`src/rtl/event_flag_pkg.sv`:
```
// Constants shared by the event flag interrupt unit
package event_flag_pkg;
   // ************************************************************
   // Sizes
   // ************************************************************
   localparam int FLAG_COUNT = 10;
   localparam int ADDR_WIDTH = 8;
   localparam int DATA_WIDTH = 8;
   localparam int HIGH_FLAGS = FLAG_COUNT - DATA_WIDTH;
   // ************************************************************
   // Register offsets
   // ************************************************************
   localparam logic [7:0] ALERT_ENABLE_LOW_OFS = 8'h04;
   localparam logic [7:0] ALERT_ENABLE_HIGH_OFS = 8'h05;
   localparam logic [7:0] EVENT_STATUS_LOW_OFS = 8'h06;
   localparam logic [7:0] EVENT_STATUS_HIGH_OFS = 8'h07;
   // ************************************************************
   // Values after reset
   // ************************************************************
   localparam logic [9:0] ENABLE_RESET = 10'h000;
   localparam logic [7:0] RDATA_RESET = 8'h00;
   localparam logic SYNC_RESET = 1'b0;
endpackage : event_flag_pkg

```
`src/rtl/event_flag_interrupt_unit.sv`:
```
// Event flag interrupt unit: flags, enables and open-drain alert
//
// Operation
// - Alert pin is open-drain, active low, pulls low only, never high.
// - Ten status bits sit in two status registers at 0x06 and 0x07.
// - Every status bit has its own enable bit at 0x04 and 0x05.
// - Enabled flag latches on source rising edge and asserts the alert.
// - Disabled flag reads the live source and never drives the alert.
// - Writing one to a status bit clears its latched event.
// - Hardware or software reset clears every latched event.
// - Sources are internal device conditions such as lock or warning.
`timescale 1ns/10ps
`default_nettype none
module event_flag_interrupt_unit (
   input wire logic sys_clk, // System clock, 40 MHz
   input wire logic rst_n, // Synchronous reset, active low
   input wire logic soft_reset, // Software reset pulse
   input wire logic [9:0] event_source, // Internal event sources
   input wire logic reg_write, // Register write strobe
   input wire logic reg_read, // Register read strobe
   input wire logic [7:0] reg_addr, // Register offset
   input wire logic [7:0] reg_wdata, // Register write data
   output logic [7:0] reg_rdata, // Register read data
   output logic irq_pin_o, // Alert pin output level
   output logic irq_pin_oe // Alert pin output enable
);
   logic [9:0] enable_q;
   logic [9:0] live;
   logic [9:0] rise;
   logic [9:0] latched;
   logic [9:0] clear;
   logic [9:0] status;
   logic [7:0] rdata_q;
   logic irq_oe_q;
   logic irq_o_q;
   logic [9:0] armed;
   logic [9:0] pending;

   // ************************************************************
   // Status byte clears
   // ************************************************************
   function automatic logic hit(input logic [7:0] addr,
                                input logic [7:0] ofs);
      hit = (addr == ofs);
   endfunction : hit

   assign clear[7:0] = (reg_write &&
      hit(reg_addr, event_flag_pkg::EVENT_STATUS_LOW_OFS)) ?
      reg_wdata : 8'h00;
   assign clear[9:8] = (reg_write &&
      hit(reg_addr, event_flag_pkg::EVENT_STATUS_HIGH_OFS)) ?
      reg_wdata[1:0] : 2'h0;

   // ************************************************************
   // Flag cells
   // ************************************************************
   for (genvar i = 0; i < event_flag_pkg::FLAG_COUNT; i++) begin : g_flag
      event_flag_cell u_cell (
         .sys_clk(sys_clk),
         .rst_n(rst_n),
         .source(event_source[i]),
         .enable(enable_q[i]),
         .clear(clear[i]),
         .soft_reset(soft_reset),
         .live(live[i]),
         .rise(rise[i]),
         .latched(latched[i])
      );
   end

   // Latch is hidden while disabled so software can watch the source
   assign status = (enable_q & latched) | (~enable_q & live);

   // ************************************************************
   // Enable registers
   // ************************************************************
   always_ff @(posedge sys_clk) begin
      if (!rst_n) begin
         enable_q <= event_flag_pkg::ENABLE_RESET;
      end else if (reg_write) begin
         if (hit(reg_addr, event_flag_pkg::ALERT_ENABLE_LOW_OFS)) begin
            enable_q[7:0] <= reg_wdata;
         end
         if (hit(reg_addr, event_flag_pkg::ALERT_ENABLE_HIGH_OFS)) begin
            enable_q[9:8] <= reg_wdata[1:0];
         end
      end
   end

   // ************************************************************
   // Read data, unused and reserved bits read zero
   // ************************************************************
   always_ff @(posedge sys_clk) begin
      if (!rst_n) begin
         rdata_q <= event_flag_pkg::RDATA_RESET;
      end else if (reg_read) begin
         unique case (reg_addr)
            event_flag_pkg::ALERT_ENABLE_LOW_OFS: begin
               rdata_q <= enable_q[7:0];
            end
            event_flag_pkg::ALERT_ENABLE_HIGH_OFS: begin
               rdata_q <= {6'h00, enable_q[9:8]};
            end
            event_flag_pkg::EVENT_STATUS_LOW_OFS: begin
               rdata_q <= status[7:0];
            end
            event_flag_pkg::EVENT_STATUS_HIGH_OFS: begin
               rdata_q <= {6'h00, status[9:8]};
            end
            default: begin
               rdata_q <= 8'h00;
            end
         endcase
      end
   end

   assign reg_rdata = rdata_q;

   // ************************************************************
   // Open-drain alert: level is always low, only the enable moves
   // ************************************************************
   always_ff @(posedge sys_clk) begin
      if (!rst_n) begin
         irq_oe_q <= 1'b0;
         irq_o_q <= 1'b0;
      end else begin
         irq_oe_q <= |(enable_q & latched);
         irq_o_q <= 1'b0;
      end
   end

   assign irq_pin_oe = irq_oe_q;
   assign irq_pin_o = irq_o_q;

   // ************************************************************
   // Assertions
   // ************************************************************
   // Named terms keep $past on plain signals
   assign armed = rise & enable_q;
   assign pending = enable_q & latched;
endmodule : event_flag_interrupt_unit
`default_nettype wire

```
`src/rtl/event_flag_cell.sv`:
```
// One event flag: source synchroniser, rising edge and latch
`timescale 1ns/10ps
`default_nettype none
module event_flag_cell (
   input wire logic sys_clk, // System clock
   input wire logic rst_n, // Synchronous reset, active low
   input wire logic source, // Raw event source, other domain
   input wire logic enable, // Alert enable bit for this flag
   input wire logic clear, // Write-one clear of the latch
   input wire logic soft_reset, // Software reset pulse
   output logic live, // Synchronised live source level
   output logic rise, // Rising edge of the live source
   output logic latched // Latched event
);
   logic meta_q;
   logic live_q;
   logic prev_q;
   logic latch_q;

   // ************************************************************
   // Synchroniser and edge detector
   // ************************************************************
   always_ff @(posedge sys_clk) begin
      if (!rst_n) begin
         meta_q <= event_flag_pkg::SYNC_RESET;
         live_q <= event_flag_pkg::SYNC_RESET;
         prev_q <= event_flag_pkg::SYNC_RESET;
      end else begin
         meta_q <= source;
         live_q <= meta_q;
         prev_q <= live_q;
      end
   end

   assign live = live_q;
   assign rise = live_q & ~prev_q;
   assign latched = latch_q;

   // ************************************************************
   // Latch: an edge in the clearing cycle still wins
   // ************************************************************
   always_ff @(posedge sys_clk) begin
      if (!rst_n || soft_reset) begin
         latch_q <= 1'b0;
      end else if (enable && rise) begin
         latch_q <= 1'b1;
      end else if (clear) begin
         latch_q <= 1'b0;
      end
   end
endmodule : event_flag_cell
`default_nettype wire

```
`config.mk`:
```
export PLATFORM = sky130hd
export DESIGN_NAME = event_flag_interrupt_unit
export DESIGN_NICKNAME = d
export VERILOG_FILES = /design/src/rtl/event_flag_pkg.sv /design/src/rtl/event_flag_interrupt_unit.sv /design/src/rtl/event_flag_cell.sv
export SDC_FILE = /design/constraint.sdc
export NUM_CORES = 1
export LEC_CHECK = 0
export ABC_CLOCK_PERIOD_IN_PS = 1800
export BUFFER_PORTS_ARGS = -buffer_cell sky130_fd_sc_hd__buf_2
export CORE_MARGIN = 2
export CORE_UTILIZATION = 35
export DETAILED_ROUTE_END_ITERATION = 10
export GPL_TIMING_DRIVEN = 0
export PLACE_DENSITY_LB_ADDON = 0.05
export SLEW_MARGIN = 20
export SYNTH_ARGS = -nofsm -noshare
export SYNTH_HDL_FRONTEND = slang
export SYNTH_SLANG_ARGS = --single-unit
export TNS_END_PERCENT = 5
```
`constraint.sdc`:
```
create_clock -name sys_clk -period 1.8 [get_ports sys_clk]
set_input_delay 0.27 -clock sys_clk [delete_from_list [all_inputs] [get_ports sys_clk]]
set_output_delay 0.27 -clock sys_clk [all_outputs]
set_load 0.005 [all_outputs]
```
==> results of run 1 <==
-- placed cells by master, fill, tap and decap left out, drive strengths merged, types with 2 or more instances in the layout --
cell	synthesis	layout
a211oi	3	3
a21oi	16	16
a221oi	2	2
a22o	2	2
a31oi	7	7
a32o	7	7
and2	32	32
and3b	12	12
buf	6	44
clkbuf	8	21
dfxtp	59	59
inv	9	9
mux2i	10	10
nand2	20	20
nand2b	2	2
nor2b	18	18
nor3	2	2
nor3b	2	2
o21ai	10	10
-- routing by layer --
metal	vias up	part of all wire (%)
li1	937	-
met1	850	51
met2	57	42
met3	9	5.4
met4	0	1.6
met5	-	0
-- flip-flops by register name, indices dropped and copies added, names as in the netlist --
| signal | flops |
|---|---|
| g_flag.u_cell.live | 10 |
| g_flag.u_cell.meta_q | 10 |
| irq_pin_oe | 1 |
| reg_rdata | 8 |
| enable_q | 10 |
| g_flag.u_cell.latched | 10 |
| g_flag.u_cell.prev_q | 10 |
-- power breakdown --
group / switching [mW] / internal (mW) / total [mW] / leakage (nW)
logic: 0.0817 / 0.0642 / 0.146 / 0.602
registers: 0.0103 / 1.33 / 1.34 / 0.480
clock network: 0.473 / 0.706 / 1.18 / 0.0995
total: 0.565 / 2.10 / 2.67 / 1.18
-- path summary, 6_finish.rpt --
kind | endpoint | cells past startpoint
hold / removal | g_flag[9].u_cell.meta_q | 2
hold reg to reg | g_flag[7].u_cell.live | 1
setup / recovery | g_flag[5].u_cell.latched | 4
setup reg to reg | reg_rdata[1] | 3
-- logic make-up (layout without fill, tap and decap cells) --
| logic type | count (synthesis) | count (layout) | synth area share [%] |
|---|---|---|---|
| muxes | 10 | 10 | 4.27 |
| and+or+nand+nor | 98 | 98 | 26.4 |
| buffers and inverters | 23 | 76 | 4.17 |
| AOI/OAI and AO/OA | 51 | 51 | 14.5 |
| DFF | 59 | 59 | 50.4 |
| other | 1 | 1 | 0.160 |
-- critical path: cells and delay by family --
| family | cells | cell delay, ns |
|---|---|---|
| compound gates | 1 | 0.13 |
| buf+inv | 1 | 0.10 |
| simple gates | 2 | 1.12 |
-- area by class of cell --
cell class                 instances  area [um2]  area share (%)
sequential                        59        1180            41.8
buffer                            14        63.8            2.26
multi-input combinational        160        1060            37.7
inverter                           9        33.8            1.20
clock inverter                     2        35.0            1.24
clock buffer                      13         159            5.63
tap                               77        96.3            3.41
timing repair buffer              38         190            6.74
-- stage by stage --
step | hold WS [ns] | instances
2_1_floorplan | 0.397 | 242
3_3_place_gp | 0.413 | 357
3_5_place_dp | 0.418 | 357
4_1_cts | 0.125 | 372
5_1_grt | 0.130 | 372
6_report | 0.146 | 372
==> run summary, run 1 <==
Final-report hold violation count: 0
Clk pin slew, worst setup/hold paths: 0.06 ns
Maximum clock path buffer count: 2
Data arrival, critical path: 1.63 ns
Ys async rst share: 0%
Final Setup Violations: 0
Final nets: 322
TritonCTS Buffers: 9
Yosys top cell area share: 50.4%
Mapped Avg Cell Area: 9.68 um2
Vias in the first global route: 1738
DRT iter0 DRCs: 112
Root Buffer: clkbuf_8
Design area: 2820 um2
Starting Density: 36.5%
Top-count cell post-synth: dfxtp_1
Setup crit start: reg_addr[3]
Total GRT Usage: 16.0%
Clk Latency, worst-skew pair: 0.32 ns
CTS HTree Levels: 3
CP Cell Sequence: buf_2 > or4b_4 > nor4_4 > a21oi_1
Syn nets: 273
Hold Crit Class: in2reg
CTS tree: done
Top area cells in the synthesized netlist: dfxtp_1 50%, and2_1 8.3%, nor2b_1 4.8%, and3b_1 4.5%, mux2i_1 4.3%
Unrepaired setup endpoints after global routing: no
P_leak: 1.18 nW
Final WS setup: 0.351 ns
Post-route antenna net violation count: 0
Layout cells sized above 1: 20.3%
Period utilization: 80.5%
DR WL/cell: 14.5 um
Initial antenna violation count: 0
Most used routing layer in global routing: met2
Number of flops mapped to enable cells by yosys: 0
Setup repair bufs after CTS: 0
Gate Count Post-Synth: 242
Post_cts resized: 0
CP Capture Type: flop
Reg2reg start: enable_q[1]
Vias after detailed routing: 1853
Die W: 85.8 um
Die height: 85.8 um
Detailed Place HPWL: 3800 um
DP Area: 2630 um2
Routed vias/inst: 4.98
Ys Warns: 0
First-pass GRT wire length: 8860 um
Met3 Use GR: 5.00%
Pre-CTS setup slack: -0.00442 ns
Global placer's final weighted congestion: 0.741
Startpoint types: input port
Die ar.: 7360 um2
Worst-path fanout max: 8
Leading area contributor after synthesis: dfxtp_1
CTS sink count: 59
List of most frequent post-synthesis cells: 59 x dfxtp_1, 31 x and2_1, 20 x nand2_1, 18 x nor2b_1, 16 x a21oi_1
Largest net degree at the start of global routing: 11
Io pins: 41
Met2 usage: 22.8%
Final WL: 5380 um
Worst Tran Pin Value: 0.606 ns
Power density cells: 945 nW/um2
Core area: 6420 um2
Status: finished with violations
FF+latch count, synth: 59
Hold Startpoint: event_source[9]
Sequential area share after synthesis: 50.4%
F_max: 0.690 GHz
Hold buffers post-CTS: 0
# Max-Cap Violations: 0
Failing checks: DRC
Final max-slew violation count: 0
Final min period: 1.45 ns
Slowest CP cell: or4b_4
DRC: 6
Tot Pwr: 2.67 mW
Maximum vdd ir drop: 0.377 mV
CP Data Required Time: 1.98 ns
Setup TNS: 0 ns
Area Growth Syn to Fin: 20.5%
Setup Skew: 0.00397 ns
Max_slew headroom: 59.3%
Mapped cell area: 2340 um2
Final Core Density: 44.0%
Overflow after GRT: 0
Top FF cell, synth: dfxtp_1
Critical path type: in2reg
# rows: 29
DR pass1 iterations: 9
Synth unique cells: 37
Fill cells: 654
Port Buf Inserts: 38
N_diodes: 0
Reg2reg setup slack: 0.60 ns
Critical path's largest stage delay: 0.57 ns
Met1 Use GR: 22.3%
(Power assumes the default switching activity.)
==> run 2, diff against run 1 <==
--- a/config.mk
+++ b/config.mk
@@ -5,7 +5,7 @@
 export SDC_FILE = /design/constraint.sdc
 export NUM_CORES = 1
 export LEC_CHECK = 0
-export ABC_CLOCK_PERIOD_IN_PS = 1800
+export ABC_CLOCK_PERIOD_IN_PS = 1200
 export BUFFER_PORTS_ARGS = -buffer_cell sky130_fd_sc_hd__buf_2
 export CORE_MARGIN = 2
 export CORE_UTILIZATION = 35
==> constraint.sdc (replaced) <==
create_clock -name sys_clk -period 1.2 [get_ports sys_clk]
set_input_delay 0.18 -clock sys_clk [delete_from_list [all_inputs] [get_ports sys_clk]]
set_output_delay 0.18 -clock sys_clk [all_outputs]
set_load 0.005 [all_outputs]
==> run 2 against run 1 <==
  * The flow now finishes without violations
  * Wire length about the same
  * Die area is the same
  * Largest cell class unchanged
  * First-iteration DRC count is 31% lower
  * Highest routed layer unchanged
==> run summary, run 2 (synthesized netlist as in run 1, its figures left out) <==
Tot Pwr: 3.73 mW
Vias in the first global route: 1764
Worst Tran Pin Value: 0.538 ns
P_leak: 1.19 nW
Port Buf Inserts: 38
Post-Place Cells: 357
Hold Crit Class: in2reg
Sequential Power Share: 54.0%
DP Area: 2630 um2
F_max: 0.853 GHz
Die ar.: 7360 um2
Post-route antenna net violation count: 0
Sw frac: 22.7%
Core area: 6420 um2
Area Growth Syn to Fin: 20.9%
Global placer's final weighted congestion: 0.732
Worst-path fanout max: 3
Setup Skew: 0.00985 ns
Layout Cells excl Fill: 374
Most frequent cells in the layout: 58 x dfxtp_1, 42 x buf_2, 31 x and2_1
Period utilization: 97.6%
Final Setup Violations: 0
Clock network power share: 40.0%
Maximum clock path buffer count: 2
Final max-slew violation count: 0
NetSw: 0.848 mW
Design area: 2830 um2
Clk Latency, worst-skew pair: 0.33 ns
Die W: 85.8 um
CTS sink count: 59
Total GRT Usage: 16.3%
Io pins: 41
Top cell family by delay on the critical path: compound AO/OA/AOI/OAI gates
Detailed Place HPWL: 3800 um
Hold buffers post-CTS: 0
Logic pwr share: 6.0%
TritonCTS Buffers: 9
Buf+Inv Stages, Crit Path: 1
Critical path type: in2reg
DR pass1 iterations: 6
Max_slew headroom: 64.2%
DR WL/cell: 14.4 um
# rows: 29
Initial antenna violation count: 0
Most common cell after layout, fill and taps aside: dfxtp_1
Routed vias/inst: 4.79
Maximum vdd ir drop: 0.770 mV
Power density cells: 1320 nW/um2
CTS HTree Levels: 3
CP Capture Type: flop
Slowest CP cell: or4b_4
Critical path's largest stage delay: 0.57 ns
Starting Density: 36.5%
Internal power: 2.88 mW
CP Data Required Time: 1.48 ns
Largest net degree at the start of global routing: 11
CP Cell Sequence: buf_2 > or4b_4 > a2111oi_2 > a32o_1
Root Buffer: clkbuf_8
Final min period: 1.17 ns
CTS tree: done
Clk pin slew, worst setup/hold paths: 0.07 ns
Final Hold Slack: 0.0523 ns
DRC: 0
Status: finished, final reports clean
Die height: 85.8 um
N_diodes: 0
Overflow after GRT: 0
DRT iter0 DRCs: 77
Layout cells sized above 1: 23.2%
Startpoint types: input port
Vias after detailed routing: 1791
Final WL: 5380 um
Unrepaired setup endpoints after global routing: yes
Final nets: 324
Final-report hold violation count: 0
Data arrival, critical path: 1.45 ns
First-pass GRT wire length: 8940 um
# Max-Cap Violations: 0
run 2: repair_timing:
action / 4_1_cts / 5_1_grt
gates resized for setup: 3 / 7
setup endpoints to repair: 19 / 17
pin swaps: 1 / 2
setup buffers: 2 / 0
endpoints found under the hold margin: 0 / 0
run 2: layout make-up:
cell class,instances,area [um2]
repair buffers,40,209
well taps,77,96.3
fillers,675,3590
flip-flops and latches,59,1180
clock buffers,12,145
inverters,9,33.8
clock inverters,3,15.0
plain buffers,14,67.6
multi-input cells,160,1080
run 2: per-layer routing:
metal | part of all wire, % | routed length [um] | global-route usage, % | vias up
li1 | - | - | - | 943
met1 | 53 | 2830 | 23.0 | 796
met2 | 42 | 2240 | 23.7 | 42
met3 | 3.7 | 201 | 3.66 | 10
met4 | 1.9 | 104 | 7.36 | 0
met5 | 0 | 0 | 0 | -
run 2: final timing paths:
check                                from                       to  slack, ns  depth (start not counted)
setup / recovery              reg_addr[3]             reg_rdata[1]       0.03                          4
setup reg to reg              enable_q[1]             reg_rdata[1]       0.04                          3
hold reg to reg   g_flag[5].u_cell.meta_q    g_flag[5].u_cell.live       0.43                          1
hold / removal            event_source[4]  g_flag[4].u_cell.meta_q       0.05                          2
run 2: metrics by stage:
step	worst slack [ns]	TNS, ns	utilization [%]
after floorplan	-0.0573	-0.765	-
after global placement	-0.472	-11.23	40.9
after detailed placement	-0.435	-11.25	40.9
after CTS	0.00615	0	43.9
after global routing	-0.00480	-0.00480	44.1
final	0.0283	0	44.1
run 2: worst reg2reg max path, cell delays in order, from the launching register on:
cell,delay [ns]
dfxtp_1,0.42
nor4bb_2,0.29
a2111oi_2,0.09
a32o_1,0.26
run 2: power by group through the flow:
stage	clock network (mW)	registers, mW	logic, mW
6_report	1.49	2.02	0.223
4_1_cts	1.55	2.01	0.227
3_3_place_gp	0	2.06	0.221
3_5_place_dp	0	2.06	0.223
5_1_grt	1.64	2.02	0.252
2_1_floorplan	0	2.05	0.123
==> run 3, diff against run 2 <==
--- a/config.mk
+++ b/config.mk
@@ -5,8 +5,9 @@
 export SDC_FILE = /design/constraint.sdc
 export NUM_CORES = 1
 export LEC_CHECK = 0
+export ABC_AREA = 1
 export ABC_CLOCK_PERIOD_IN_PS = 1200
-export BUFFER_PORTS_ARGS = -buffer_cell sky130_fd_sc_hd__buf_2
+export BUFFER_PORTS_ARGS = -buffer_cell sky130_fd_sc_hd__buf_4
 export CORE_MARGIN = 2
 export CORE_UTILIZATION = 35
 export DETAILED_ROUTE_END_ITERATION = 10
==> run 3 against run 2 <==
  * Critical path depth is 3 higher
  * Count of clock-buffer cells in the layout stayed put
  * Synthesized cell count increased by 31%
  * Flip-flop and latch count is the same
  * Clock power is 19% higher
  * Fmax is 10% higher
  * Utilization is 1.2 points higher
  * Final cell count grew 19%
  * Largest cell class unchanged
  * Largest power group unchanged
  * Highest routed layer unchanged
==> run summary, run 3 <==
Unrepaired setup endpoints after global routing: no
Final Setup Violations: 0
Post-route antenna net violation count: 0
Maximum vdd ir drop: 0.623 mV
Gate Count Post-Synth: 316
F_max: 0.941 GHz
Synth Area in Compound Gates: 12.2%
Overflow after GRT: 0
Status: finished, final reports clean
Initial antenna violation count: 0
Hold Path Depth: 3
Final min period: 1.06 ns
TritonCTS Buffers: 9
Max_slew headroom: 65.0%
Layout cells sized above 1: 19.0%
Vias after detailed routing: 1902
Die W: 85.3 um
Period utilization: 88.6%
Worst-path fanout max: 4
Most frequent cells in the layout: 92 x nand2_1, 59 x dfxtp_1, 52 x inv_1
Tot Pwr: 4.00 mW
DRT iter0 DRCs: 171
Largest family of logic cells by synthesized area: simple AND/OR/NAND/NOR gates
Top FF cell, synth: dfxtp_1
Post_cts resized: 0
CP Data Required Time: 1.42 ns
Clk pin slew, worst setup/hold paths: 0.07 ns
Synth Area in XOR/XNOR: 0%
Yosys top cell area share: 51.1%
CTS tree: done
Leading area contributor after synthesis: dfxtp_1
Startpoint types: flop
Final-report hold violation count: 0
Final max-slew violation count: 0
DRC: 0
DR WL/cell: 10.5 um
Core area: 6350 um2
Synth unique cells: 22
Area Growth Syn to Fin: 24.3%
Vias in the first global route: 1785
Data arrival, critical path: 1.28 ns
List of most frequent post-synthesis cells: 92 x nand2_1, 59 x dfxtp_1, 52 x inv_1, 28 x a21oi_1, 17 x nand3_1
P_leak: 1.41 nW
Detailed Place HPWL: 3460 um
Hold buffers post-CTS: 0
Setup repair bufs after CTS: 0
Power density cells: 1390 nW/um2
# rows: 29
Largest net degree at the start of global routing: 11
Synth Area in Simple Gates: 24.5%
Global placer's final weighted congestion: 0.788
Clk Latency, worst-skew pair: 0.33 ns
Die ar.: 7270 um2
Number of flops mapped to enable cells by yosys: 0
Root Buffer: clkbuf_8
Final WS setup: 0.137 ns
Reg2Reg Depth: 7
Post-synthesis mux area share: 0%
Pre-CTS setup slack: -0.194 ns
Port Buf Inserts: 36
Sequential area share after synthesis: 51.1%
Most common cell after layout, fill and taps aside: nand2_1
Hold Crit Class: in2reg
Die height: 85.3 um
Synth Area in Adders: 0%
CP Capture Type: flop
Ys Warns: 0
Top area cells in the synthesized netlist: dfxtp_1 51%, nand2_1 15%, inv_1 8.4%, a21oi_1 6.1%, nand3_1 3.7%
Critical path type: reg2reg
N_diodes: 0
Top-count cell post-synth: nand2_1
# Max-Cap Violations: 0
Mapped Avg Cell Area: 7.31 um2
Setup Skew: 0.00529 ns
Mapped cell area: 2310 um2
FF+latch count, synth: 59
Maximum clock path buffer count: 2
Syn nets: 347
Total GRT Usage: 14.5%
Starting Density: 36.4%
CTS sink count: 59
CTS HTree Levels: 3
Worst Tran Pin Value: 0.525 ns
Io pins: 41
Final nets: 394
Final WL: 4660 um
First-pass GRT wire length: 8140 um
Ys async rst share: 0%
DR pass1 iterations: 4
Routed vias/inst: 4.27
run 3: final timing paths:
check	start	endpoint	slack, ns
worst max-delay path	enable_q[9]	reg_rdata[1]	0.14
worst min-delay path	event_source[1]	g_flag[1].u_cell.meta_q	0.02
worst max register to register	enable_q[9]	reg_rdata[1]	0.14
worst min register to register	g_flag[3].u_cell.meta_q	g_flag[3].u_cell.live	0.41
run 3: cells by family after synthesis:
| group | after synthesis |
|---|---|
| other | 1 |
| AND/OR/NAND/NOR | 132 |
| AO/OA/AOI/OAI | 56 |
| buffers and inverters | 68 |
| flip-flops | 59 |
run 3: worst max-delay path, cell delays in order, from the launching register on:
cell and delay (ns):
dfxtp_1 0.40, inv_1 0.08, nand2_1 0.06, nand2_1 0.05
nand3_1 0.07, nand2_1 0.05, o21ai_0 0.17, a21oi_1 0.08
run 3: area by class of cell:
cell class	instances	area, um2
fill	660	3480
tap	77	96.3
sequential	59	1180
buffer	12	66.3
timing repair buffer	36	270
multi-input combinational	189	853
clock buffer	12	145
clock inverter	4	50.0
inverter	56	210
run 3: through the flow:
stage                     cell area, um2  instances  hold slack (ns)  TNS, ns  utilization (%)
after floorplan                     2310        316            0.278        0                -
after global placement              2680        429            0.362    -1.81             42.2
after detailed placement            2680        429            0.364    -2.24             42.2
after CTS                           2870        445          0.00993        0             45.2
after global routing                2870        445           0.0199        0             45.2
final                               2870        445           0.0249        0             45.2
run 3: power breakdown:
| part | total (mW) | internal [mW] | switching, mW | leakage, nW |
|---|---|---|---|---|
| sequential | 2.02 | 2.00 | 0.0153 | 0.480 |
| clock | 1.77 | 1.01 | 0.759 | 0.0926 |
| combinational | 0.217 | 0.0986 | 0.118 | 0.839 |
| total | 4.00 | 3.11 | 0.893 | 1.41 |
run 3: per-layer routing:
metal / share of wire (%) / global-route usage [%]
met5: 0 / 0
met4: 2.2 / 9.09
met3: 5.5 / 3.50
met2: 42 / 21.5
met1: 51 / 18.9
